`config.mk`:
```
export PLATFORM = sky130hd
export DESIGN_NAME = adc_out_ctrl
export DESIGN_NICKNAME = d
export VERILOG_FILES = /design/src/common/adc_pkg.sv /design/src/design/adc_fifo.sv /design/src/design/adc_out_ctrl.sv
export SDC_FILE = /design/constraint.sdc
export NUM_CORES = 1
export LEC_CHECK = 0
export BUFFER_PORTS_ARGS = -buffer_cell sky130_fd_sc_hd__buf_2
export CORE_MARGIN = 1.5
export CORE_UTILIZATION = 65
export DETAILED_ROUTE_END_ITERATION = 16
export GPL_ROUTABILITY_DRIVEN = 0
export PLACE_DENSITY = 0.85
export SYNTH_ARGS = -nofsm -noshare
export SYNTH_HDL_FRONTEND = slang
export SYNTH_HIERARCHICAL = 1
export SYNTH_SLANG_ARGS = --single-unit
```
`constraint.sdc`:
```
create_clock -name clk -period 6 [get_ports clk]
set_input_delay 1.2 -clock clk [delete_from_list [all_inputs] [get_ports clk]]
set_output_delay 1.2 -clock clk [all_outputs]
set_load 0.005 [all_outputs]
```
`src/common/adc_pkg.sv`:
```
/*
 * package for the converter output control block: code constants,
 * pipeline and timing figures, sample carrier struct.
 * assumes a single 125 MHz clock domain and synchronous reset.
 */
package adc_pkg;

    // ***********************************************************
    // widths and codes
    // ***********************************************************
    localparam int          SAMPLE_W     = 14;
    localparam logic [13:0] CODE_POS_FS  = 14'h3FFF;
    localparam logic [13:0] CODE_ZERO    = 14'h2000;
    localparam logic [13:0] CODE_NEG_FS  = 14'h0000;
    localparam int          MSB_POS      = 13;

    // ***********************************************************
    // pipeline and clock figures
    // ***********************************************************
    localparam int          PIPE_LAT     = 8;
    localparam int          FIFO_DEPTH   = 8;
    localparam int          CLK_MHZ      = 125;
    localparam int          SAMPLE_MAX_MHZ = 40;
    // least clk cycles per sample at the highest sample rate
    localparam int          SAMPLE_DIV   =
        (CLK_MHZ + SAMPLE_MAX_MHZ - 1) / SAMPLE_MAX_MHZ;

    // ***********************************************************
    // carrier
    // ***********************************************************
    typedef struct packed {
        logic        over_pos;
        logic        over_neg;
        logic [13:0] code;
    } adc_smp_s;

endpackage

```
`src/design/adc_fifo.sv`:
```
/*
 * synchronous fifo with valid/ready on both sides.
 * assumes one clock and synchronous active-high reset.
 */
module adc_fifo
    import adc_pkg::*;
#(
    parameter int WIDTH = 16,
    parameter int DEPTH = 8
) (
    // clock and reset
    input  wire logic             clk,
    input  wire logic             reset,
    // fill side
    input  wire logic             in_valid,
    output logic                  in_ready,
    input  wire logic [WIDTH-1:0] in_data,
    // drain side
    output logic                  out_valid,
    input  wire logic             out_ready,
    output logic      [WIDTH-1:0] out_data
);
    localparam int AW = $clog2(DEPTH);

    logic [WIDTH-1:0] mem [DEPTH];
    logic [AW-1:0]    wr_ptr_ff;
    logic [AW-1:0]    rd_ptr_ff;
    logic [AW:0]      count_ff;
    wire              do_wr;
    wire              do_rd;

    assign in_ready  = (count_ff != DEPTH[AW:0]);
    assign out_valid = (count_ff != '0);
    assign out_data  = mem[rd_ptr_ff];
    assign do_wr     = in_valid && in_ready;
    assign do_rd     = out_valid && out_ready;

    function automatic logic [AW-1:0] inc(input logic [AW-1:0] p);
        inc = (p == AW'(DEPTH - 1)) ? '0 : p + 1'b1;
    endfunction

    always_ff @(posedge clk) begin
        if (do_wr) begin
            mem[wr_ptr_ff] <= in_data;
        end
    end

    always_ff @(posedge clk) begin
        if (reset) begin
            wr_ptr_ff <= '0;
            rd_ptr_ff <= '0;
            count_ff  <= '0;
        end else begin
            if (do_wr) wr_ptr_ff <= inc(wr_ptr_ff);
            if (do_rd) rd_ptr_ff <= inc(rd_ptr_ff);
            count_ff <= count_ff + (AW+1)'(do_wr) - (AW+1)'(do_rd);
        end
    end
endmodule

```
`src/design/adc_out_ctrl.sv`:
```
/*
 * digital output control of a 14-bit pipelined converter: sample
 * pipeline, output coding, saturation, output enable, power-down.
 * assumes raw samples come from converter logic on clk, one per
 * sample_tick; format, enable and power-down pins are asynchronous.
 */
// Functional notes
// - format pin high gives two's complement, low gives offset binary.
// - two's complement equals offset binary with the msb inverted.
// - offset binary: +fs-1lsb all ones, zero 0x2000, -fs all zeros.
// - over-range gives the full-scale code of the selected format.
// - output enable low drives the data pins, high releases them.
// - power-down halts conversion but keeps the reference alive.
// - power-down flushes the pipeline; valid returns after latency.
// - one sample per sample clock, up to 40 MHz.
// - each sample advances one stage per sample clock.
module adc_out_ctrl
    import adc_pkg::*;
#(
    parameter int LATENCY = PIPE_LAT,
    parameter int DEPTH   = FIFO_DEPTH,
    parameter int DIV     = SAMPLE_DIV
) (
    // clock and reset
    input  wire logic                clk,
    input  wire logic                reset,
    // raw samples from the converter core
    input  wire logic                smp_valid,
    output logic                     smp_ready,
    input  wire adc_smp_s            smp_in,
    // pins
    input  wire logic                twos_complement_select,
    input  wire logic                out_enable_n,
    input  wire logic                power_down,
    // parallel data outputs
    output logic [SAMPLE_W-1:0]      data_o,
    output logic [SAMPLE_W-1:0]      data_oe,
    output logic                     data_valid,
    // analog block control
    output logic                     core_enable,
    output logic                     ref_enable
);
    // ***********************************************************
    // pin synchronisers
    // ***********************************************************
    // reset leaves the pins released and the core powered down
    logic [2:0] sync1_ff;
    logic [2:0] sync2_ff;
    wire        fmt_twos;
    wire        pwr_dn_s;
    wire        oe_n_s;
    wire        flush;

    always_ff @(posedge clk) begin
        if (reset) begin
            sync1_ff <= 3'h6;
            sync2_ff <= 3'h6;
        end else begin
            sync1_ff <= {out_enable_n, power_down, twos_complement_select};
            sync2_ff <= sync1_ff;
        end
    end

    assign fmt_twos = sync2_ff[0];
    assign pwr_dn_s = sync2_ff[1];
    assign oe_n_s   = sync2_ff[2];
    assign flush    = reset || pwr_dn_s;

    // ***********************************************************
    // sample tick divider
    // ***********************************************************
    // an integer divide of clk cannot hit 40 MHz exactly,
    // so the tick takes the nearest rate at or below it
    localparam int DW = $clog2(DIV + 1);

    logic [DW-1:0] div_ff;
    wire  [DW-1:0] nxt_div;
    wire           div_wrap;
    wire           tick;

    assign div_wrap = (div_ff == DW'(DIV - 1));
    assign tick     = div_wrap && !pwr_dn_s;
    assign nxt_div  = (flush || tick) ? '0 : div_ff + 1'b1;

    always_ff @(posedge clk) begin
        div_ff <= nxt_div;
    end

    // ***********************************************************
    // input fifo
    // ***********************************************************
    // fifo and fill count restart together on power-down
    adc_smp_s fifo_q;
    logic     fifo_v;
    wire      fifo_pop;
    wire      fifo_ok;

    assign fifo_pop = tick;

    adc_fifo #(
        .WIDTH ($bits(adc_smp_s)),
        .DEPTH (DEPTH)
    ) u_fifo (
        .clk       (clk),
        .reset     (flush),
        .in_valid  (smp_valid),
        .in_ready  (fifo_ok),
        .in_data   (smp_in),
        .out_valid (fifo_v),
        .out_ready (fifo_pop),
        .out_data  (fifo_q)
    );

    assign smp_ready = fifo_ok && !pwr_dn_s;

    // ***********************************************************
    // coding
    // ***********************************************************
    // saturation first, then the format's msb flip
    function automatic logic [13:0] encode(input adc_smp_s s,
                                           input logic twos);
        logic [13:0] ob;
        ob = s.over_pos ? CODE_POS_FS :
             s.over_neg ? CODE_NEG_FS : s.code;
        encode = ob;
        if (twos) begin
            encode[MSB_POS] = ~ob[MSB_POS];
        end
    endfunction

    // ***********************************************************
    // pipeline
    // ***********************************************************
    // an empty fifo on a tick feeds bipolar zero
    localparam adc_smp_s IDLE_SMP = '{1'b0, 1'b0, CODE_ZERO};
    localparam int       LW       = $clog2(LATENCY + 1);

    adc_smp_s      pipe_ff [LATENCY];
    adc_smp_s      stage_in;

    assign stage_in = fifo_v ? fifo_q : IDLE_SMP;

    always_ff @(posedge clk) begin
        if (flush) begin
            for (int i = 0; i < LATENCY; i++) begin
                pipe_ff[i] <= IDLE_SMP;
            end
        end else if (tick) begin
            pipe_ff[0] <= stage_in;
            for (int i = 1; i < LATENCY; i++) begin
                pipe_ff[i] <= pipe_ff[i-1];
            end
        end
    end

    // ***********************************************************
    // fill counter
    // ***********************************************************
    // counts ticks since restart, stops at the latency
    logic [LW-1:0] fill_ff;
    wire  [LW-1:0] nxt_fill;
    wire           pipe_full;

    assign pipe_full = (fill_ff == LW'(LATENCY));
    assign nxt_fill  = pipe_full ? fill_ff : fill_ff + 1'b1;

    always_ff @(posedge clk) begin
        if (flush) begin
            fill_ff <= '0;
        end else if (tick) begin
            fill_ff <= nxt_fill;
        end
    end

    // ***********************************************************
    // output word selection
    // ***********************************************************
    wire [13:0] nxt_data;
    wire        nxt_valid;

    assign nxt_data  = encode(pipe_ff[LATENCY-1], fmt_twos);
    assign nxt_valid = pipe_full;

    // ***********************************************************
    // output register
    // ***********************************************************
    // holds between ticks, one word per sample
    logic [13:0] data_ff;
    logic        valid_ff;

    always_ff @(posedge clk) begin
        if (flush) begin
            data_ff  <= CODE_NEG_FS;
            valid_ff <= 1'b0;
        end else if (tick) begin
            data_ff  <= nxt_data;
            valid_ff <= nxt_valid;
        end
    end

    // ***********************************************************
    // output pins
    // ***********************************************************
    // pins float whenever the enable pin is high
    assign data_o     = data_ff;
    assign data_oe    = {SAMPLE_W{!oe_n_s}};
    assign data_valid = valid_ff;

    // ***********************************************************
    // power control
    // ***********************************************************
    // the reference stays up for a fast restart
    assign core_enable = !pwr_dn_s;
    assign ref_enable  = 1'b1;
endmodule

```
==> results of run 1 <==
==> registers in the layout, summed over array words and instances, names as in the netlist, 3 cells and up, named ones only <==
signal and cells:
data_o 14, div_ff 3, fill_ff 4, pipe_ff 128
sync1_ff 3, sync2_ff 3, u_fifo/count_ff 4, u_fifo/mem 128
u_fifo/rd_ptr_ff 3, u_fifo/wr_ptr_ff 3
==> where the power goes <==
part / total (mW) / internal [mW] / switching, mW
registers: 2.27 / 2.26 / 0.00897
logic: 0.0644 / 0.0241 / 0.0403
clock network: 1.58 / 0.890 / 0.692
total: 3.92 / 3.18 / 0.741
==> synthesized netlist by cell type (all sizes together) <==
master / instances / area share
dfxtp: 41 / 0.071
edfxtp: 256 / 0.67
or3b: 3 / 0.0023
a31o: 1 / 0.00076
mux2: 17 / 0.017
and3b: 1 / 0.00076
o211ai: 1 / 0.00065
clkbuf: 11 / 0.0037
a32o: 1 / 0.00087
mux2i: 4 / 0.0035
nor3: 6 / 0.0026
buf: 34 / 0.020
or3: 10 / 0.0054
inv: 15 / 0.0049
and2: 107 / 0.058
o221a: 1 / 0.00098
nand2b: 13 / 0.0073
xnor2: 1 / 0.00076
conb: 1 / 0.00033
and3: 15 / 0.0081
nand3: 5 / 0.0022
nand2: 3 / 0.0012
nor2b: 7 / 0.0038
or2: 4 / 0.0022
fa: 1 / 0.0017
mux4: 32 / 0.072
a21oi: 19 / 0.0082
nand3b: 1 / 0.00065
nor2: 10 / 0.0041
ha: 14 / 0.015
o2bb2ai: 13 / 0.0099
o21ai: 5 / 0.0022
nor4: 1 / 0.00054
o31ai: 1 / 0.00065
==> worst max-delay path: cells and delay by family <==
family	cells	cell delay [ns]
buffers and inverters	4	1.40
and+or+nand+nor	2	1.20
==> metal layers <==
layer  track usage  part of all wire
met5             0                 0
met4        0.0621             0.024
met3        0.0358             0.041
met2         0.354              0.53
met1         0.244              0.40
==> per-stage QoR <==
step                 util  cells  cell area, µm²  hold WS (ns)  power, mW
finish              0.736    944           12700         0.404       3.92
global placement    0.688    892           11900         0.395       2.37
floorplan               -    655           11500         0.389       2.35
global route        0.736    944           12700         0.419       4.03
CTS                 0.736    944           12700         0.405       3.95
detailed placement  0.688    892           11900         0.396       2.38
==> worst max path at each step <==
stage / from / endpoint / depth (start not counted)
finish: reset / pipe_ff[0][26] / 6
floorplan: reset / pipe_ff[0][0] / 4
global route: reset / pipe_ff[1][7] / 6
CTS: reset / pipe_ff[1][5] / 6
global placement: reset / pipe_ff[1][24] / 6
detailed placement: reset / pipe_ff[1][21] / 6
==> final cells by class <==
| type | count | share of cell area |
|---|---|---|
| Sequential cell | 297 | 0.669 |
| Multi-Input combinational cell | 298 | 0.216 |
| Clock buffer | 42 | 0.0609 |
| Timing Repair Buffer | 57 | 0.0234 |
| Tap cell | 225 | 0.0221 |
| Inverter | 15 | 0.00462 |
| Clock inverter | 10 | 0.00393 |
==> cells by family after synthesis <==
family,synth area share
fa+ha+maj,0.0169
simple gates,0.0992
flops,0.738
other cells,0.000325
buf+inv,0.0289
mux,0.0917
compound gates,0.0242
xor+xnor,0.000760
==> results.sh, run 1 <==
export IMPL_grt_usage=0.197
export IMPL_yosysWarnings=6
export IMPL_drv_slew=0
export IMPL_fp_dieArea_um2=18500
export IMPL_min_path_cells=1
export IMPL_startpoint_type="input pin"
export IMPL_cts_resized=0
export IMPL_grt_pass1_vias=5496
export IMPL_place_ws_ns=1.71
export IMPL_seq_area_um2=8510
export IMPL_cts_num_sinks=297
export IMPL_grt_setup_unrepaired="false"
export IMPL_period_share=0.621
export IMPL_fillers=997
export IMPL_hold_buffers=0
export IMPL_syn2layout_area_growth_pct=10.4
export IMPL_routed_wl_um=17400
export IMPL_drtIter0Drc=255
export IMPL_r2r_slack_ns=2.76
export IMPL_clockBufferDepth=3
export IMPL_final_nets=734
export IMPL_r2r_cells=5
export IMPL_p_leak_nw=4.72
export IMPL_outcome="finished clean"
export IMPL_criticalPathCategory="in -> reg"
export IMPL_htreeDepth=1
export IMPL_dieHeight_um=136
export IMPL_mostFrequentLayoutCells="256 x edfxtp_1, 107 x and2_1, 52 x buf_2, 41 x dfxtp_1, 29 x clkbuf_16"
export IMPL_finalSetupViolations=0
export IMPL_yosysUniqueCellTypes=46
export IMPL_layout_drive_gt1_share=0.193
export IMPL_overflow=0
export IMPL_ys_seq_area_frac=0.738
export IMPL_core_area_um2=17300
export IMPL_num_vias=5364
export IMPL_synth_area_um2=11500
export IMPL_dr_pass1_iters=4
export IMPL_tightest_slew_ns=1.11
export IMPL_r2r_end="pipe_ff[0][26]"
export IMPL_clockRootBuffer="clkbuf_16"
export IMPL_max_cap_violations=0
export IMPL_clkLatencyLatePin_ns=0.53
export IMPL_initial_utilization=0.667
export IMPL_hold_viol=0
export IMPL_die_w_um=136
export IMPL_hold_class="reg -> reg"
export IMPL_cellPowerDensity_nw_per_um2=308
export IMPL_path_cells="buf_2 -> nor2_2 -> inv_2 -> nor2_4 -> inv_4 -> buf_4"
export IMPL_synthCells=655
export IMPL_grt_max_degree=93
export IMPL_final_setup_tns_ns=0
export IMPL_finalCriticalPeriod_ns=3.73
export IMPL_relSlewSlack=0.257
export IMPL_grt_first_pass_wirelength_um=27900
export IMPL_critPathRequiredTime_ns=6.17
export IMPL_ant_nets=0
export IMPL_dp_hpwl_um=9760
export IMPL_endpoint_kind="register"
export IMPL_crit_fanout=73
export IMPL_num_rows=48
export IMPL_max_stage_delay_ns=0.75
export IMPL_numPortBuffers=52
export IMPL_fin_ws_ns=2.27
export IMPL_cts_setup_buffers=0
export IMPL_vias_per_cell=5.68
export IMPL_diodes=0
export IMPL_skew_ns=0.0103
export IMPL_cts_tree="done"
export IMPL_rr_startpoint="sync2_ff[1]"
export IMPL_antenna_found_initial=0
export IMPL_critPathArrivalTime_ns=3.89
export IMPL_vdd_ir_drop_worst_uv=239
export IMPL_multi_input_area_um2=2750
export IMPL_min_to="sync2_ff[2]"
export IMPL_ys_ff_latch=297
export IMPL_clk_pin_slew_ns=0.06
export IMPL_syn_num_nets=692
export IMPL_hold_start="sync1_ff[2]"
export IMPL_ios=54
export IMPL_avgRoutedWirePerCell_um=18.4
export IMPL_avgSynthCellArea_um2=17.6
export IMPL_max_freq_mhz=268
export IMPL_drc=0
export IMPL_final_common_cell="edfxtp_1"
export IMPL_cp_slowest_cell="nor2_2"
export IMPL_numCtsBuffers=28
(Power assumes the default switching activity.)
==> run 2, diff against run 1 <==
CORE_UTILIZATION = 55   (was 65)
PLACE_DENSITY = 0.76   (was 0.85)
clock period = 3.3 ns   (was 6 ns; I/O delays follow)
==> run 2 against run 1 <==
Effect of this change: flip-flop and latch count unchanged; power up 91%; cell count up 5.9%; cell area up 2.4%; count of clock-buffer cells in the layout up 1; clock skew up 0.011 ns; hold slack worse by 0.074 ns; first-iteration DRC count up 28%; critical path depth up 3; global-route usage down 3.6 points.
==> results.sh, run 2 (same netlist as run 1, synthesis figures left out) <==
export IMPL_dieHeight_um=148
export IMPL_hold_buffers=0
export IMPL_fin_area_um2=13000
export IMPL_path_cells="inv_1 -> ha_1 -> or3b_1 -> and2_1 -> ha_1 -> inv_1 -> ha_1 -> fa_1 -> nor2b_1"
export IMPL_numPortBuffers=52
export IMPL_skew_ns=0.0210
export IMPL_dp_hpwl_um=9910
export IMPL_cp_slowest_cell="or3b_1"
export IMPL_tightest_slew_ns=0.942
export IMPL_outcome="finished clean"
export IMPL_num_rows=52
export IMPL_hold_class="in -> reg"
export IMPL_diodes=0
export IMPL_finalCriticalPeriod_ns=2.73
export IMPL_fp_dieArea_um2=21800
export IMPL_routed_wl_um=17200
export IMPL_grt_usage=0.161
export IMPL_grt_setup_unrepaired="false"
export IMPL_cts_setup_buffers=0
export IMPL_critPathArrivalTime_ns=3.18
export IMPL_num_vias=5439
export IMPL_cts_resized=0
export IMPL_ant_nets=0
export IMPL_ios=54
export IMPL_criticalPathCategory="reg -> reg"
export IMPL_core_area_um2=20400
export IMPL_critPathRequiredTime_ns=3.75
export IMPL_drtIter0Drc=326
export IMPL_final_nets=745
export IMPL_clkLatencyLatePin_ns=0.54
export IMPL_finalSetupViolations=0
export IMPL_cp_num_buf_inv=2
export IMPL_placed_cell_area_um2=12100
export IMPL_final_common_cell="edfxtp_1"
export IMPL_endpoint_kind="register"
export IMPL_layout_drive_gt1_share=0.212
export IMPL_cellPowerDensity_nw_per_um2=575
export IMPL_fin_cells=1000
export IMPL_antenna_found_initial=0
export IMPL_hold_viol=0
export IMPL_grt_pass1_vias=5465
export IMPL_cts_num_sinks=297
export IMPL_vdd_ir_drop_worst_uv=471
export IMPL_clockBufferDepth=3
export IMPL_die_w_um=148
export IMPL_period_share=0.827
export IMPL_drc=0
export IMPL_critPathMostFrequentCell="ha_1"
export IMPL_startpoint_type="register"
export IMPL_vias_per_cell=5.44
export IMPL_crit_fanout=18
export IMPL_initial_utilization=0.564
export IMPL_clockRootBuffer="clkbuf_16"
export IMPL_syn2layout_area_growth_pct=13.0
export IMPL_grt_first_pass_wirelength_um=27500
export IMPL_final_setup_tns_ns=0
export IMPL_avgRoutedWirePerCell_um=17.2
export IMPL_max_freq_mhz=366
export IMPL_crit_family="adder cells"
export IMPL_overflow=0
export IMPL_cts_tree="done"
export IMPL_dp_cells=948
export IMPL_mostFrequentLayoutCells="256 x edfxtp_1, 107 x and2_1, 52 x buf_2, 41 x dfxtp_1, 30 x clkbuf_16"
export IMPL_dr_pass1_iters=4
export IMPL_grt_max_degree=55
export IMPL_relSlewSlack=0.371
export IMPL_htreeDepth=1
export IMPL_numCtsBuffers=28
export IMPL_p_leak_nw=4.87
export IMPL_max_stage_delay_ns=0.58
export IMPL_drv_slew=0
export IMPL_clk_pin_slew_ns=0.06
export IMPL_max_cap_violations=0
## run 2: cell count changes in the layout (fill, tap and decap cells not counted), moves of 4 or more
cell      delta
buf_4        +8
clkbuf_1     -6
clkbuf_8     +6
nor2_2       -4
## run 2: path summary, 6_finish.rpt
kind | startpoint | end | slack (ns) | cells past startpoint
min | out_enable_n | sync1_ff[2] | 0.33 | 2
min reg2reg | sync1_ff[2] | sync2_ff[2] | 0.41 | 1
max reg2reg | u_fifo/count_ff[2] | u_fifo/count_ff[1] | 0.57 | 9
max | u_fifo/count_ff[2] | u_fifo/count_ff[1] | 0.57 | 9
## run 2: through the flow
step	utilization	total power [mW]	hold WS (ns)	setup slack (ns)
final	0.638	7.50	0.330	0.570
after global routing	0.638	7.72	0.315	0.435
after CTS	0.638	7.57	0.311	0.598
after detailed placement	0.590	4.33	0.397	0.618
after global placement	0.590	4.32	0.399	0.688
after floorplan	-	4.27	0.389	-0.0841
## run 2: routing by layer
layer / vias up / share of wire / global-route usage
met2: 135 / 0.51 / 0.286
met4: 0 / 0.020 / 0.0440
li1: 2572 / - / -
met1: 2702 / 0.42 / 0.202
met5: - / 0 / 0
met3: 30 / 0.051 / 0.0315
## run 2: cell type report
type                    instances  area, µm²
clock inverters                 9        109
flip-flops and latches        297       8510
multi-input cells             298       2730
well taps                     270        338
inverters                      15       62.6
fillers                      1388       7400
repair buffers                 68        418
clock buffers                  43        860
## run 2: where the power goes
part	leakage, nW	switching, mW	internal, mW
clock	0.476	1.30	1.95
combinational	1.39	0.0733	0.0474
sequential	3.00	0.0147	4.11
## run 2: worst register-to-register path: stages (launching register included)
cell and delay [ns]:
dfxtp_1 0.31, inv_1 0.11, ha_1 0.16, or3b_1 0.58
and2_1 0.33, ha_1 0.29, inv_1 0.04, ha_1 0.20
fa_1 0.50, nor2b_1 0.16
==> run 3, diff against run 2 <==
ABC_AREA = 1   (was not set)
CORE_UTILIZATION = 61   (was 55)
PLACE_DENSITY = 0.8   (was 0.76)
clock period = 2.55 ns   (was 3.3 ns; I/O delays follow)
==> run 3 against run 2 <==
Effect of this change: power is 28% higher; core utilization grew 5.1 points; clock power increased by 26%; largest cell class unchanged; highest routed layer unchanged.
==> results.sh, run 3 <==
export IMPL_outcome="finished clean"
export IMPL_synth_most_common_cell="inv_1"
export IMPL_finalSetupViolations=0
export IMPL_drtIter0Drc=501
export IMPL_switching_share=0.195
export IMPL_mostFrequentLayoutCells="284 x inv_1, 256 x edfxtp_1, 246 x nand2_1, 147 x nor2_1, 75 x nand3_1"
export IMPL_cts_num_sinks=297
export IMPL_die_w_um=146
export IMPL_synth_area_leaders="edfxtp_1 62%, inv_1 8.6%, nand2_1 7.4%, dfxtp_1 6.6%, nor2_1 4.4%"
export IMPL_r2r_end="u_fifo/count_ff[2]"
export IMPL_dr_pass1_iters=6
export IMPL_p_leak_nw=5.87
export IMPL_placed_cell_area_um2=12900
export IMPL_skew_ns=0.0126
export IMPL_antenna_found_initial=0
export IMPL_endpoint_kind="register"
export IMPL_clockRootBuffer="clkbuf_16"
export IMPL_initial_utilization=0.619
export IMPL_hold_start="power_down"
export IMPL_dp_hpwl_um=12000
export IMPL_min_path_cells=2
export IMPL_overflow=0
export IMPL_drv_slew=0
export IMPL_hold_class="in -> reg"
export IMPL_p_comb_frac=0.020
export IMPL_clk_pin_slew_ns=0.06
export IMPL_clkLatencyLatePin_ns=0.55
export IMPL_grt_pass1_vias=7268
export IMPL_syn_num_nets=1230
export IMPL_relSlewSlack=0.535
export IMPL_pwr_share_seq=0.556
export IMPL_critPathMostFrequentCell="ha_1"
export IMPL_ys_ff_latch=297
export IMPL_path_cells="ha_1 -> ha_1 -> inv_1 -> nor2_4 -> and2_1 -> ha_1 -> inv_1 -> ha_1 -> fa_1 -> xnor2_1 -> nor2_1"
export IMPL_final_setup_tns_ns=0
export IMPL_synthArstFlopShare=0
export IMPL_period_share=0.880
export IMPL_htreeDepth=1
export IMPL_internal_power_mw=7.74
export IMPL_synth_flop_cell="edfxtp_1"
export IMPL_synth_top_area_share=0.618
export IMPL_grt_setup_unrepaired="false"
export IMPL_drc=0
export IMPL_num_rows=52
export IMPL_grt_usage=0.202
export IMPL_final_nets=1282
export IMPL_hold_buffers=0
export IMPL_tightest_slew_ns=0.698
export IMPL_grt_max_degree=104
export IMPL_hold_viol=0
export IMPL_synth_edff_count=256
export IMPL_yosysUniqueCellTypes=26
export IMPL_clockBufferDepth=3
export IMPL_r2r_slack_ns=0.31
export IMPL_post_route_util=0.688
export IMPL_max_freq_mhz=446
export IMPL_diodes=0
export IMPL_critPathRequiredTime_ns=2.97
export IMPL_cellPowerDensity_nw_per_um2=695
export IMPL_criticalPathCategory="reg -> reg"
export IMPL_numPortBuffers=52
export IMPL_numCtsBuffers=30
export IMPL_synthCells=1193
export IMPL_layout_drive_gt1_share=0.112
export IMPL_yosys_area_top_type="edfxtp_1"
export IMPL_ant_nets=0
export IMPL_grt_first_pass_wirelength_um=34200
export IMPL_cts_resized=0
export IMPL_critPathArrivalTime_ns=2.67
export IMPL_min_to="sync1_ff[1]"
export IMPL_dieHeight_um=146
export IMPL_finalCriticalPeriod_ns=2.24
export IMPL_syn2layout_area_growth_pct=11.2
export IMPL_cts_setup_buffers=0
export IMPL_synthTopCellsByCount="284 x inv_1, 256 x edfxtp_1, 246 x nand2_1"
export IMPL_clkPwrFrac=0.424
export IMPL_r2r_cells=11
export IMPL_avgSynthCellArea_um2=10.4
export IMPL_vias_per_cell=4.88
export IMPL_rr_startpoint="div_ff[0]"
export IMPL_core_area_um2=20100
export IMPL_max_cap_violations=0
export IMPL_synth_area_um2=12400
export IMPL_switchingPower_mw=1.88
export IMPL_startpoint_type="register"
export IMPL_avgRoutedWirePerCell_um=13.6
export IMPL_fin_area_um2=13800
export IMPL_max_stage_delay_ns=0.38
export IMPL_final_common_cell="inv_1"
export IMPL_ios=54
export IMPL_yosysWarnings=6
export IMPL_cp_slowest_cell="fa_1"
export IMPL_vdd_ir_drop_worst_uv=600
export IMPL_cts_tree="done"
export IMPL_fp_dieArea_um2=21300
export IMPL_routed_wl_um=20800
export IMPL_num_vias=7499
export IMPL_ys_seq_area_frac=0.684
export IMPL_whs_ns=0.153
export IMPL_crit_fanout=2
[run 3: cell count changes after synthesis, moves of 15 or more]
cell     change
inv_1      +271
nand2_1    +244
and2_1     -106
and3_1      -15
nand3_1     +70
mux4_1      -28
mux2_2      -17
nor2_1     +139
[run 3: critical path, delay by kind of cell (launching register included)]
| family | cells | cell delay, ns |
|---|---|---|
| xor+xnor | 1 | 0.16 |
| simple gates | 3 | 0.25 |
| buf+inv | 2 | 0.19 |
| flops | 1 | 0.32 |
| fa+ha+maj | 5 | 1.22 |
[run 3: logic make-up (layout without fill, tap and decap cells)]
logic type,count (synthesis),after routing,share of synthesized area
compound gates,39,39,0.0157
fa+ha+maj,15,15,0.0157
flops,297,297,0.684
xor+xnor,1,1,0.000704
buf+inv,343,417,0.120
other cells,1,1,0.000301
simple gates,497,497,0.164
[run 3: worst max path at each step]
stage                                  start                 end  slack [ns]  cells after the start
after detailed placement           div_ff[0]  u_fifo/count_ff[2]        0.30                     11
after global routing               div_ff[0]  u_fifo/count_ff[2]        0.19                     11
after CTS                          div_ff[0]  u_fifo/count_ff[2]        0.29                     11
after global placement             div_ff[0]  u_fifo/count_ff[2]        0.33                     11
after floorplan           u_fifo/count_ff[2]    u_fifo/mem[6][0]        0.20                      5
final                              div_ff[0]  u_fifo/count_ff[2]        0.31                     11
[run 3: cell type report]
class / instances / area (µm²)
flip-flops and latches: 297 / 8510
fillers: 1404 / 6260
multi-input cells: 553 / 2490
inverters: 288 / 1080
clock buffers: 41 / 823
repair buffers: 75 / 495
well taps: 270 / 338
clock inverters: 13 / 106
[run 3: stage by stage]
step           power [mW]  instances  worst slack [ns]
2_1_floorplan        5.57       1193             0.204
3_3_place_gp         5.63       1483             0.333
3_5_place_dp         5.64       1483             0.300
4_1_cts              9.71       1537             0.292
5_1_grt              9.91       1537             0.192
6_report             9.62       1537             0.307
[run 3: metal layers]
metal,track usage,share of wire,vias up
met1,0.240,0.40,3487
li1,-,-,3773
met5,0,0,-
met3,0.0317,0.050,51
met2,0.372,0.52,188
met4,0.0704,0.029,0
[run 3: power groups by stage]
stage,combinational [mW],sequential (mW),clock [mW]
finish,0.190,5.35,4.08
global route,0.218,5.35,4.34
CTS,0.192,5.35,4.16
detailed placement,0.190,5.45,0
global placement,0.182,5.45,0
floorplan,0.121,5.45,0
